===== src/rtl/rtu_master_cfg.svh =====
// constants for the serial parameter-access master
`ifndef RTU_MASTER_CFG_SVH
`define RTU_MASTER_CFG_SVH
`define CMD_READ 8'h03
`define CMD_WRITE_ONE 8'h06
`define CMD_WRITE_MULTI 8'h10
`define CMD_EXC_FLAG 8'h80
`define AXIS_MIN 8'h01
`define AXIS_MAX 8'hF7
`define MAX_READ_WORDS 8'h7F
`define WRITE32_WORDS 8'h02
`define WRITE32_BYTES 8'h04
`define CRC_INIT 16'hFFFF
`define CRC_POLY 16'hA001
`define HDR_BYTES 9'h005
`define ECHO_BYTES 9'h008
`define CLK_KHZ 25000
`define CLK_HZ 25000000
`define BAUD_RATE 57600
`define CHAR_BITS 11
`define GAP_HALF_CHARS 7
`define CHAR_CLKS ((`CLK_HZ * `CHAR_BITS + `BAUD_RATE - 1) / `BAUD_RATE)
`define GAP_CLKS_DFLT ((`GAP_HALF_CHARS * `CHAR_CLKS + 1) / 2)
`define RSP_DELAY_MAX_MS 5000
`define RSP_MARGIN_MS 100
`define TIMEOUT_CLKS_DFLT ((`RSP_DELAY_MAX_MS + `RSP_MARGIN_MS) * `CLK_KHZ)
`endif


===== src/rtl/rtu_master_pkg.sv =====
// types for the serial parameter-access master
package rtu_master_pkg;
  typedef enum logic [1:0] {
    OP_READ = 2'h0,
    OP_WRITE16 = 2'h1,
    OP_WRITE32 = 2'h2
  } op_e;
  typedef enum logic [2:0] {
    ST_OK = 3'h0,
    ST_FRAME_ERR = 3'h1,
    ST_EXCEPTION = 3'h2,
    ST_TIMEOUT = 3'h3,
    ST_BAD_REQ = 3'h4
  } status_e;
  typedef enum logic [4:0] {
    S_IDLE = 5'h01,
    S_GAP = 5'h02,
    S_SEND = 5'h04,
    S_WAIT = 5'h08,
    S_RECV = 5'h10
  } state_e;
endpackage


===== src/rtl/rtu_param_master.sv =====
// host-side master that reads and writes drive parameters over a byte link
`include "rtu_master_cfg.svh"
`timescale 1ns/100ps
`default_nettype none
module rtu_param_master
  import rtu_master_pkg::*;
#(
  parameter int GAP_CLKS = `GAP_CLKS_DFLT,
  parameter int TIMEOUT_CLKS = `TIMEOUT_CLKS_DFLT
)
(
  input wire logic CLK_IN,
  input wire logic RESETN_IN,
  input wire logic CMD_VALID_IN,
  output logic CMD_READY_OUT,
  input wire rtu_master_pkg::op_e CMD_OP_IN,
  input wire logic [7:0] CMD_AXIS_IN,
  input wire logic [7:0] CMD_GROUP_IN,
  input wire logic [7:0] CMD_OFFSET_IN,
  input wire logic [7:0] CMD_COUNT_IN,
  input wire logic [31:0] CMD_WDATA_IN,
  input wire logic WORD_ORDER_SELECT_IN,
  output logic TX_VALID_OUT,
  output logic [7:0] TX_DATA_OUT,
  input wire logic TX_READY_IN,
  input wire logic RX_VALID_IN,
  input wire logic [7:0] RX_DATA_IN,
  output logic RD_VALID_OUT,
  output logic [15:0] RD_WORD_OUT,
  output logic RSP_VALID_OUT,
  output rtu_master_pkg::status_e RSP_STATUS_OUT,
  output logic [7:0] RSP_ERR_CODE_OUT
);
  import rtu_master_pkg::*;

  localparam int BUF_LEN = 11;

  if (GAP_CLKS < 1 || GAP_CLKS > 65535)
  begin : gap_check
    $error("GAP_CLKS out of range");
  end
  if (TIMEOUT_CLKS < 1 || TIMEOUT_CLKS > 134217727)
  begin : timeout_check
    $error("TIMEOUT_CLKS out of range");
  end

  function automatic logic [15:0] crc_byte(input logic [15:0] c,
                                           input logic [7:0] b);
    logic [15:0] v;
    v = c ^ {8'h00, b};
    for (int i = 0; i < 8; i++)
    begin
      v = v[0] ? ((v >> 1) ^ `CRC_POLY) : (v >> 1);
    end
    return v;
  endfunction

  logic rst_meta_ff, rst_n_ff;
  always_ff @(posedge CLK_IN or negedge RESETN_IN)
  begin
    if (!RESETN_IN)
    begin
      rst_meta_ff <= 1'b0;
      rst_n_ff <= 1'b0;
    end
    else
    begin
      rst_meta_ff <= 1'b1;
      rst_n_ff <= rst_meta_ff;
    end
  end

  state_e state_ff, nxt_state;
  logic [7:0] buf_ff [BUF_LEN];
  logic [7:0] nxt_buf [BUF_LEN];
  logic [3:0] len_ff, nxt_len;
  logic [3:0] idx_ff, nxt_idx;
  logic [15:0] crc_ff, nxt_crc;
  logic [15:0] gap_ff, nxt_gap;
  logic [26:0] timer_ff, nxt_timer;
  logic [8:0] rx_idx_ff, nxt_rx_idx;
  logic is_read_ff, nxt_is_read;
  logic exc_ff, nxt_exc;
  logic err_ff, nxt_err;
  logic [7:0] hi_ff, nxt_hi;
  logic ready_ff, nxt_ready;
  logic tx_valid_ff, nxt_tx_valid;
  logic [7:0] tx_data_ff, nxt_tx_data;
  logic rd_valid_ff, nxt_rd_valid;
  logic [15:0] rd_word_ff, nxt_rd_word;
  logic rsp_valid_ff, nxt_rsp_valid;
  status_e rsp_status_ff, nxt_rsp_status;
  logic [7:0] rsp_err_ff, nxt_rsp_err;

  logic [15:0] crc_step;
  logic [8:0] data_end;
  logic [8:0] exp_len;
  logic gap_done;
  logic [15:0] w_first, w_second;

  always_comb
  begin
    nxt_state = state_ff;
    nxt_buf = buf_ff;
    nxt_len = len_ff;
    nxt_idx = idx_ff;
    nxt_crc = crc_ff;
    nxt_timer = timer_ff;
    nxt_rx_idx = rx_idx_ff;
    nxt_is_read = is_read_ff;
    nxt_exc = exc_ff;
    nxt_err = err_ff;
    nxt_hi = hi_ff;
    nxt_ready = 1'b0;
    nxt_tx_valid = tx_valid_ff;
    nxt_tx_data = tx_data_ff;
    nxt_rd_valid = 1'b0;
    nxt_rd_word = rd_word_ff;
    nxt_rsp_valid = 1'b0;
    nxt_rsp_status = rsp_status_ff;
    nxt_rsp_err = rsp_err_ff;
    // idle time since last byte on the line, either direction
    gap_done = (32'(gap_ff) >= GAP_CLKS);
    nxt_gap = (RX_VALID_IN || (tx_valid_ff && TX_READY_IN)) ? 16'h0000 :
              (gap_done ? gap_ff : gap_ff + 16'h0001);
    crc_step = crc_byte(crc_ff, RX_VALID_IN ? RX_DATA_IN : tx_data_ff);
    data_end = 9'h003 + {buf_ff[5], 1'b0};
    exp_len = exc_ff ? `HDR_BYTES :
              (is_read_ff ? data_end + 9'h002 : `ECHO_BYTES);
    w_first = WORD_ORDER_SELECT_IN ? CMD_WDATA_IN[15:0] :
              CMD_WDATA_IN[31:16];
    w_second = WORD_ORDER_SELECT_IN ? CMD_WDATA_IN[31:16] :
               CMD_WDATA_IN[15:0];
    case (state_ff)
      S_IDLE:
      begin
        nxt_ready = 1'b1;
        if (CMD_VALID_IN && ready_ff)
        begin
          nxt_ready = 1'b0;
          nxt_buf[0] = CMD_AXIS_IN;
          nxt_buf[2] = CMD_GROUP_IN;
          nxt_buf[3] = CMD_OFFSET_IN;
          nxt_is_read = (CMD_OP_IN == OP_READ);
          nxt_crc = `CRC_INIT;
          nxt_idx = 4'h0;
          nxt_state = S_GAP;
          if (CMD_OP_IN == OP_READ)
          begin
            nxt_buf[1] = `CMD_READ;
            nxt_buf[4] = 8'h00;
            nxt_buf[5] = CMD_COUNT_IN;
            nxt_len = 4'h6;
          end
          else if (CMD_OP_IN == OP_WRITE16)
          begin
            nxt_buf[1] = `CMD_WRITE_ONE;
            nxt_buf[4] = CMD_WDATA_IN[15:8];
            nxt_buf[5] = CMD_WDATA_IN[7:0];
            nxt_len = 4'h6;
          end
          else
          begin
            nxt_buf[1] = `CMD_WRITE_MULTI;
            nxt_buf[4] = 8'h00;
            nxt_buf[5] = `WRITE32_WORDS;
            nxt_buf[6] = `WRITE32_BYTES;
            nxt_buf[7] = w_first[15:8];
            nxt_buf[8] = w_first[7:0];
            nxt_buf[9] = w_second[15:8];
            nxt_buf[10] = w_second[7:0];
            nxt_len = 4'hB;
          end
          if (CMD_AXIS_IN < `AXIS_MIN || CMD_AXIS_IN > `AXIS_MAX ||
              CMD_OP_IN > OP_WRITE32 || (CMD_OP_IN == OP_READ &&
              (CMD_COUNT_IN == 8'h00 || CMD_COUNT_IN > `MAX_READ_WORDS)))
          begin
            nxt_state = S_IDLE;
            nxt_rsp_valid = 1'b1;
            nxt_rsp_status = ST_BAD_REQ;
            nxt_rsp_err = 8'h00;
          end
        end
      end
      S_GAP:
      begin
        if (gap_done)
        begin
          nxt_tx_valid = 1'b1;
          nxt_tx_data = buf_ff[0];
          nxt_idx = 4'h1;
          nxt_state = S_SEND;
        end
      end
      S_SEND:
      begin
        if (tx_valid_ff && TX_READY_IN)
        begin
          nxt_idx = idx_ff + 4'h1;
          if (idx_ff < len_ff)
          begin
            nxt_crc = crc_step;
            nxt_tx_data = buf_ff[idx_ff];
          end
          else if (idx_ff == len_ff)
          begin
            nxt_crc = crc_step;
            nxt_tx_data = crc_step[7:0];
          end
          else if (idx_ff == len_ff + 4'h1)
          begin
            nxt_tx_data = crc_ff[15:8];
          end
          else
          begin
            nxt_tx_valid = 1'b0;
            nxt_timer = 27'h0000000;
            nxt_rx_idx = 9'h000;
            nxt_crc = `CRC_INIT;
            nxt_exc = 1'b0;
            nxt_err = 1'b0;
            nxt_state = S_WAIT;
          end
        end
      end
      default:
      begin
        if (state_ff == S_WAIT)
        begin
          nxt_timer = timer_ff + 27'h0000001;
          if (32'(timer_ff) >= TIMEOUT_CLKS - 1)
          begin
            nxt_state = S_IDLE;
            nxt_rsp_valid = 1'b1;
            nxt_rsp_status = ST_TIMEOUT;
          end
        end
        if (RX_VALID_IN && (state_ff == S_WAIT || state_ff == S_RECV))
        begin
          nxt_state = S_RECV;
          nxt_crc = crc_step;
          if (rx_idx_ff != 9'h1FF)
          begin
            nxt_rx_idx = rx_idx_ff + 9'h001;
          end
          if (rx_idx_ff == 9'h000)
          begin
            nxt_err = (RX_DATA_IN != buf_ff[0]);
          end
          else if (rx_idx_ff == 9'h001)
          begin
            if (RX_DATA_IN == (buf_ff[1] | `CMD_EXC_FLAG))
              nxt_exc = 1'b1;
            else if (RX_DATA_IN != buf_ff[1])
              nxt_err = 1'b1;
          end
          else if (rx_idx_ff == 9'h002 && exc_ff)
          begin
            nxt_rsp_err = RX_DATA_IN;
          end
          else if (rx_idx_ff == 9'h002 && is_read_ff)
          begin
            if (RX_DATA_IN != {buf_ff[5][6:0], 1'b0})
              nxt_err = 1'b1;
          end
          else if (is_read_ff && !exc_ff && rx_idx_ff < data_end)
          begin
            if (rx_idx_ff[0])
              nxt_hi = RX_DATA_IN;
            else
            begin
              nxt_rd_valid = 1'b1;
              nxt_rd_word = {hi_ff, RX_DATA_IN};
            end
          end
          else if (!is_read_ff && !exc_ff && rx_idx_ff < 9'h006)
          begin
            if (RX_DATA_IN != buf_ff[rx_idx_ff[2:0]])
              nxt_err = 1'b1;
          end
        end
        else if (state_ff == S_RECV && gap_done)
        begin
          nxt_state = S_IDLE;
          nxt_rsp_valid = 1'b1;
          if (err_ff || crc_ff != 16'h0000 || rx_idx_ff != exp_len)
            nxt_rsp_status = ST_FRAME_ERR;
          else if (exc_ff)
            nxt_rsp_status = ST_EXCEPTION;
          else
            nxt_rsp_status = ST_OK;
        end
      end
    endcase
  end

  always_ff @(posedge CLK_IN or negedge rst_n_ff)
  begin
    if (!rst_n_ff)
    begin
      state_ff <= S_IDLE;
      for (int i = 0; i < BUF_LEN; i++)
      begin
        buf_ff[i] <= 8'h00;
      end
      len_ff <= 4'h0;
      idx_ff <= 4'h0;
      crc_ff <= `CRC_INIT;
      gap_ff <= 16'h0000;
      timer_ff <= 27'h0000000;
      rx_idx_ff <= 9'h000;
      is_read_ff <= 1'b0;
      exc_ff <= 1'b0;
      err_ff <= 1'b0;
      hi_ff <= 8'h00;
      ready_ff <= 1'b0;
      tx_valid_ff <= 1'b0;
      tx_data_ff <= 8'h00;
      rd_valid_ff <= 1'b0;
      rd_word_ff <= 16'h0000;
      rsp_valid_ff <= 1'b0;
      rsp_status_ff <= ST_OK;
      rsp_err_ff <= 8'h00;
    end
    else
    begin
      state_ff <= nxt_state;
      buf_ff <= nxt_buf;
      len_ff <= nxt_len;
      idx_ff <= nxt_idx;
      crc_ff <= nxt_crc;
      gap_ff <= nxt_gap;
      timer_ff <= nxt_timer;
      rx_idx_ff <= nxt_rx_idx;
      is_read_ff <= nxt_is_read;
      exc_ff <= nxt_exc;
      err_ff <= nxt_err;
      hi_ff <= nxt_hi;
      ready_ff <= nxt_ready;
      tx_valid_ff <= nxt_tx_valid;
      tx_data_ff <= nxt_tx_data;
      rd_valid_ff <= nxt_rd_valid;
      rd_word_ff <= nxt_rd_word;
      rsp_valid_ff <= nxt_rsp_valid;
      rsp_status_ff <= nxt_rsp_status;
      rsp_err_ff <= nxt_rsp_err;
    end
  end

  assign CMD_READY_OUT = ready_ff;
  assign TX_VALID_OUT = tx_valid_ff;
  assign TX_DATA_OUT = tx_data_ff;
  assign RD_VALID_OUT = rd_valid_ff;
  assign RD_WORD_OUT = rd_word_ff;
  assign RSP_VALID_OUT = rsp_valid_ff;
  assign RSP_STATUS_OUT = rsp_status_ff;
  assign RSP_ERR_CODE_OUT = rsp_err_ff;
endmodule
`default_nettype wire


===== config.mk =====
export PLATFORM = sky130hd
export DESIGN_NAME = rtu_param_master
export DESIGN_NICKNAME = d
export VERILOG_FILES = /design/src/rtl/rtu_master_pkg.sv /design/src/rtl/rtu_param_master.sv
export VERILOG_INCLUDE_DIRS = /design/src /design/src/rtl
export SDC_FILE = /design/constraint.sdc
export NUM_CORES = 1
export LEC_CHECK = 0
export CORE_ASPECT_RATIO = 1.2
export CORE_MARGIN = 10
export CORE_UTILIZATION = 30
export CTS_BUF_LIST = sky130_fd_sc_hd__clkbuf_8
export DETAILED_ROUTE_END_ITERATION = 10
export DONT_BUFFER_PORTS = 1
export SLEW_MARGIN = 30
export SYNTH_ARGS = -nofsm -noshare
export SYNTH_HDL_FRONTEND = slang
export SYNTH_SLANG_ARGS = --single-unit

===== constraint.sdc =====
create_clock -name CLK_IN -period 8.2 [get_ports CLK_IN]
set_input_delay 1.64 -clock CLK_IN [delete_from_list [all_inputs] [get_ports CLK_IN]]
set_output_delay 1.64 -clock CLK_IN [all_outputs]
set_load 0.05 [all_outputs]

# Yosys cells after proc, flatten, opt, wreduce, memory -nomap -nowiden
# Cells that the tools add are included.
# Widths: inputs -> output; s select.
classes:
  add_sub_neg: 7
  n_lt_le_gt_ge: 11
  n_eq_ne: 35
  muxes: 125
  n_bitwise: 22
  reduce_logical: 57
op_table:
  columns: ["cell", "count"]
  rows:
  - ["$mux 16", 20]
  - ["$mux 27", 5]
  - ["$mux 8", 16]
  - ["$mux 9", 8]
  - ["$bmux 8 s4", 2]
  - ["$mux 5", 12]
  - ["$pmux 27 s2", 1]
  - ["$pmux 16 s3", 1]
  - ["$mux 1", 36]
  - ["$ne 8x8->1", 4]
  - ["$pmux 8 s2", 2]
  - ["$add 27x1->27 const B", 1]
  - ["$ge 27x27->1 const B", 1]
  - ["$not 2->3", 8]
  - ["$reduce_and 8->1", 3]
  - ["$mux 4", 5]
  - ["$mux 3", 6]
  - ["$pmux 9 s2", 1]
  - ["$add 16x1->16 const B", 1]
  - ["$ge 16x15->1 const B", 1]
  - ["$reduce_bool 16->1", 1]
  - ["$reduce_bool 2->1", 8]
  - ["$xor 16x8->16", 1]
  - ["$pmux 5 s3", 1]
  - ["other kinds (58)", 112]
word_totals:
  reg_bits: 214
  inputBits: 80
  out_inout_bits: 39
  wordCells: 289

# Logic depth before layout (Yosys ltp)
depth:
  word_depth: 22
  ltp_mapped: 14
  mapped_depth_nobuf: 11

# Least setup slack after synthesis
# No wires, ideal clock.
synth_path:
  path_kind: "input port to flip-flop"
  start: "input port RX_DATA_IN[0]"
  end: "register tx_data_ff[0] (netlist: TX_DATA_OUT[0])"
  setup_ps: 136
  arrival_time_ps: 3619
  required_ps: 8064
  slack_ps: 4445
  path_stages: 8
  path_buffers: 1
  path_cell_list: "clkbuf_1 > mux2i_1 > xnor2_1 > xor2_1 > xor3_1 > a211o_1 > a41oi_1 > o21ai_0"
synth_between:
  elab_chain_len: 14
synth_lines:
  columns: ["element", "line", "rtl"]
  rows:
  - ["start, declared", "rtu_param_master.sv:27", "input wire logic [7:0] RX_DATA_IN,"]
  - ["$mux 8", "rtu_param_master.sv:126", "crc_step = crc_byte(crc_ff, RX_VALID_IN ? RX_DATA_IN : tx_data_ff);"]
  - ["$xor 16x8->16", "rtu_param_master.sv:50", "v = c ^ {8'h00, b};"]
  - ["$mux 16 (8 in series)", "rtu_param_master.sv:53", "v = v[0] ? ((v >> 1) ^ `CRC_POLY) : (v >> 1);"]
  - ["$mux 8", "rtu_param_master.sv:205", "else if (idx_ff == len_ff)"]
  - ["$mux 8", "rtu_param_master.sv:200", "if (idx_ff < len_ff)"]
  - ["$mux 8", "rtu_param_master.sv:197", "if (tx_valid_ff && TX_READY_IN)"]
  - ["$pmux 8 s2", "rtu_param_master.sv:134", "case (state_ff)"]
  - ["end signal, assigned", "rtu_param_master.sv:341", "tx_data_ff <= nxt_tx_data;"]
  - ["end, declared", "rtu_param_master.sv:88", "logic [7:0] tx_data_ff, nxt_tx_data;"]
# No other way between the ends. The select of a mux whose other input is x is not followed.
# A chain may end at the register's enable or synchronous reset.

# Worst setup path after layout
layout_path:
  start: "register idx_ff[0]"
  end: "register timer_ff[24]"
layout_between:
  elab_chain_len: 3
  word_cells_on_any_way: 7
  classes_between: "1 x order compare; 5 x eq/ne; 1 x reduce/logical"
layout_lines:
  columns: ["element", "line", "rtl"]
  rows:
  - ["start, declared", "rtu_param_master.sv:77", "logic [3:0] idx_ff, nxt_idx;"]
  - ["start signal, assigned", "rtu_param_master.sv:330", "idx_ff <= nxt_idx;"]
  - ["$lt 4x4->1 (tied with other cells)", "rtu_param_master.sv:200", null]
  - ["$ne 2x2->1 (no line)", null, null]
  - ["$reduce_and 6->1 (no line) (*)", null, null]
  - ["end signal, assigned", "rtu_param_master.sv:333", "timer_ff <= nxt_timer;"]
  - ["end, declared", "rtu_param_master.sv:80", "logic [26:0] timer_ff, nxt_timer;"]
# Mark *: on every way between the ends. The rest lies on a longest branch, timed or not.

==> impl_metrics.csv <==
group,metric,value,unit
synth,synth_warnings,0,
clock_network,cts_hold_buf,0,
timing,finalHoldViolations,0,
floorplan,die_width,205,um
floorplan,core-area,40600,sq um
worst_setup_path,critPathKind,"flip-flop to flip-flop",
synth,synthArstFlopShare,100,%
synth,yosys.area.top_type_share,38.5,%
synth,synthCells,1306,
synth,synth_seq_area_share,42.2,%
timing,skew,16.8,ps
cells_and_area,layout-drive-gt1-share,13.0,%
synth,ys_types,78,
placed_design,dp_hpwl,25500,um
global_routing,grt_max_degree,74,
cells_and_area,diodes,0,
floorplan,die_h,242,um
timing,finalSetupViolCount,0,
global_routing,antenna_found_initial,1,
min_path,min_path_type,"flip-flop to async pin",
synth,synthSimpleGateAreaFrac,18.3,%
floorplan,start_util,30.2,%
clock_network,post-cts-setup-buffers,0,
worst_setup_path,arrival,4760,ps
synth,synth_compound_area_share,14.1,%
timing,rsz0062_at_grt,"no",
cells_and_area,final_util,33.4,%
power_and_ir_drop,irDropWorstVdd,169,uV
synth,synth.area.mux_share,11.4,%
cells_and_area,final_cells,1837,
synth,synth_ff_type,"dfrtp_1",
drt,via_per_inst,5.28,
worst_setup_path,crit_path_start_kind,"flip-flop",
synth,synth_top_cell_by_area,"dfrtp_1",
clock_network,h-tree-depth,2,
floorplan,die_area,49400,sq um
synth,synth_top_family_by_area,"simple AND/OR/NAND/NOR gates",
clock_network,cts_tree,"yes",
power_and_ir_drop,p_leak,5.77,nW
cells_and_area,design_area,13600,sq um
placed_design,portBuffers,0,
timing,fin_tns_setup,0,ps
synth,synth_seq_cells,206,
drt,first_iter_violations,717,
synth,synth-edff-count,0,
synth,mappedNetlistArea,12300,sq um
clock_network,clk_latency,540,ps
synth,syn_avg_cell_area,9.40,sq um
synth,synth_xor_area_share,7.37,%
cells_and_area,multiInputGateArea,6610,sq um
run_status,outcome,"complete, no violations",
synth,synth-adder-area-share,2.55,%
drt,drc_errors,0,
timing,fin_crit_sh,52.4,%
timing,slew-limit-headroom,35.3,%
timing,max_freq,233,MHz
worst_setup_path,end_kind,"flip-flop",
floorplan,pin_count,119,
worst_setup_path,required,8660,ps
placed_design,dp_cells,1764,
drt,vias,9696,
cells_and_area,syn_to_final_growth,10.8,%
global_routing,grt_pass1_wl,55600,um
global_routing,grt.total_usage,13.9,%
clock_network,root_buffer,"clkbuf_8",
clock_network,clock-sinks,206,
drt,dr.pass1.iters,5,
power_and_ir_drop,power_density,294,nW/um^2
timing,worst_pin_slew,971,ps
cells_and_area,fillers,4171,
floorplan,row_count,81,
drt,routedWlPerCell,19.2,um
drt,wirelength,35400,um
clock_network,numCtsBuffers,40,
placed_design,gp_congestion,0.870,
worst_setup_path,critPathMaxFanout,23,
clock_network,clkTransAtPathRegs,60,ps
cells_and_area,final_nets,1374,
drt,ant_nets,0,
synth,synth_nets,1411,
global_routing,grt_overflow,0,
synth,synthTopCellsByArea,"dfrtp_1 (39%), nand2_1 (6.4%), mux2i_1 (5.7%)",
job,cap_viol_max_count,0,
global_routing,first_global_vias,9667,
clock_network,postCtsResizedCells,0,
clock_network,cts_buffer_depth,3,
placed_design,dpl_cell_area,12700,sq um
power_and_ir_drop,p_total,3.99,mW
cells_and_area,seq_area,5180,sq um
timing,fin_crit,4300,ps
timing,maxSlewViolCount,0,
==> stage by stage <==
| stage | setup WS, ps | hold slack [ps] |
|---|---|---|
| final | 3900 | 229 |
| after global routing | 3570 | 264 |
| after CTS | 3960 | 359 |
| after detailed placement | 3990 | 339 |
| after global placement | 4060 | 337 |
| after floorplan | 2060 | 331 |
==> synthesized netlist by cell type (3+ instances only) <==
cell type,count
a2111oi_0,4
a211oi_1,8
a21boi_0,3
a21o_1,12
a21oi_1,43
a221o_1,10
a22o_1,6
a31o_2,3
a31oi_1,4
and2_1,7
and3_1,10
and4_1,4
buf_1,3
clkbuf_1,83
dfrtp_1,189
dfstp_2,17
ha_1,25
inv_1,27
mux2_2,40
mux2i_1,70
mux4_2,10
nand2_1,208
nand2b_1,5
nand3_1,48
nand3b_1,4
nand4_1,20
nor2_1,76
nor2b_1,6
nor3_1,19
nor3b_1,3
nor4_1,23
nor4b_1,6
o211ai_1,14
o21ai_0,91
o221ai_1,7
o22a_1,15
o31ai_1,9
or3_1,18
or4_1,6
xnor2_1,63
xor2_1,35
==> area by class of cell <==
type | instances | share of cell area (%)
clock buffers | 54 | 5.47
clock inverters | 17 | 1.11
inverters | 28 | 0.773
multi-input cells | 979 | 48.6
flip-flops and latches | 206 | 38.1
well taps | 539 | 4.96
repair buffers | 14 | 0.948
==> logic make-up after synthesis <==
kind of cell / Yosys count
mux: 122
simple gates: 475
buf+inv: 121
compound gates: 256
other cells: 1
fa+ha+maj: 25
xor+xnor: 100
flops: 206
==> final timing paths <==
| path | from | end | slack, ps | cells after the start |
|---|---|---|---|---|
| max in group asynchronous | rst_n_ff$_DFF_PN0_ | timer_ff[9]$_DFFE_PN0P_ | 6820 | 1 |
| setup / recovery | idx_ff[0]$_DFFE_PN0P_ | timer_ff[24]$_DFFE_PN0P_ | 3900 | 11 |
| hold / removal | rst_n_ff$_DFF_PN0_ | buf_ff[26]$_DFFE_PN0P_ | 230 | 0 |
| hold reg to reg | rst_n_ff$_DFF_PN0_ | buf_ff[26]$_DFFE_PN0P_ | 230 | 0 |
| min in group CLK_IN | rst_meta_ff$_DFF_PN0_ | rst_n_ff$_DFF_PN0_ | 350 | 0 |
| setup reg to reg | idx_ff[0]$_DFFE_PN0P_ | timer_ff[24]$_DFFE_PN0P_ | 3900 | 11 |
==> critical path, stage by stage, from the launching register on <==
cell and delay (ps):
dfrtp_1 770, clkinv_1 620, ha_1 380, nor2b_1 130, o21a_1 120, o21ai_1 90, a221oi_2 540, a21oi_1 150
buf_4 250, or4_1 580, or4_1 420, a21oi_1 150
==> cell usage in the layout, fill, tap and decap left out, types with 7 or more instances in the layout <==
cell type	Yosys	final
nand2_1	208	208
dfrtp_1	189	188
o21ai_0	91	91
nor2_1	76	76
mux2i_1	70	70
xnor2_1	63	63
clkbuf_8	2	54
nand3_1	48	47
a21oi_1	43	43
mux2_2	40	40
xor2_1	35	35
inv_1	27	34
ha_1	25	25
nor4_1	23	23
nand4_1	20	20
nor3_1	19	19
or3_1	18	18
dfstp_2	17	17
o22a_1	15	15
o211ai_1	14	14
a21o_1	12	12
buf_4	1	11
mux4_2	10	10
a221o_1	10	10
and3_1	10	9
o31ai_1	9	9
a211oi_1	8	8
and2_1	7	7
o221ai_1	7	7
clkinv_2	0	7
==> flip-flops by register name, summed over array words and instances (netlist names) <==
signal	count
hi_ff	8
err_ff	1
state_ff	5
RSP_STATUS_OUT	3
gap_ff	16
buf_ff	75
CMD_READY_OUT	1
crc_ff	16
rst_n_ff	1
TX_DATA_OUT	8
len_ff	3
timer_ff	27
idx_ff	4
exc_ff	1
rst_meta_ff	1
RD_WORD_OUT	16
RD_VALID_OUT	1
rx_idx_ff	9
RSP_ERR_CODE_OUT	8
TX_VALID_OUT	1
RSP_VALID_OUT	1
==> where the power goes <==
group,internal [mW],switching [mW],leakage [nW]
logic,0.520,0.736,2.62
clock network,0.681,0.459,0.495
registers,1.23,0.372,2.66
total,2.43,1.57,5.77
==> per-layer routing <==
metal  wire, um  GRT usage, %
met4       1120          4.99
met3       2830          3.64
met2      16400          22.2
met1      15000          17.7
met5          0             0
Note: power is estimated with default switching activity, not from simulation.
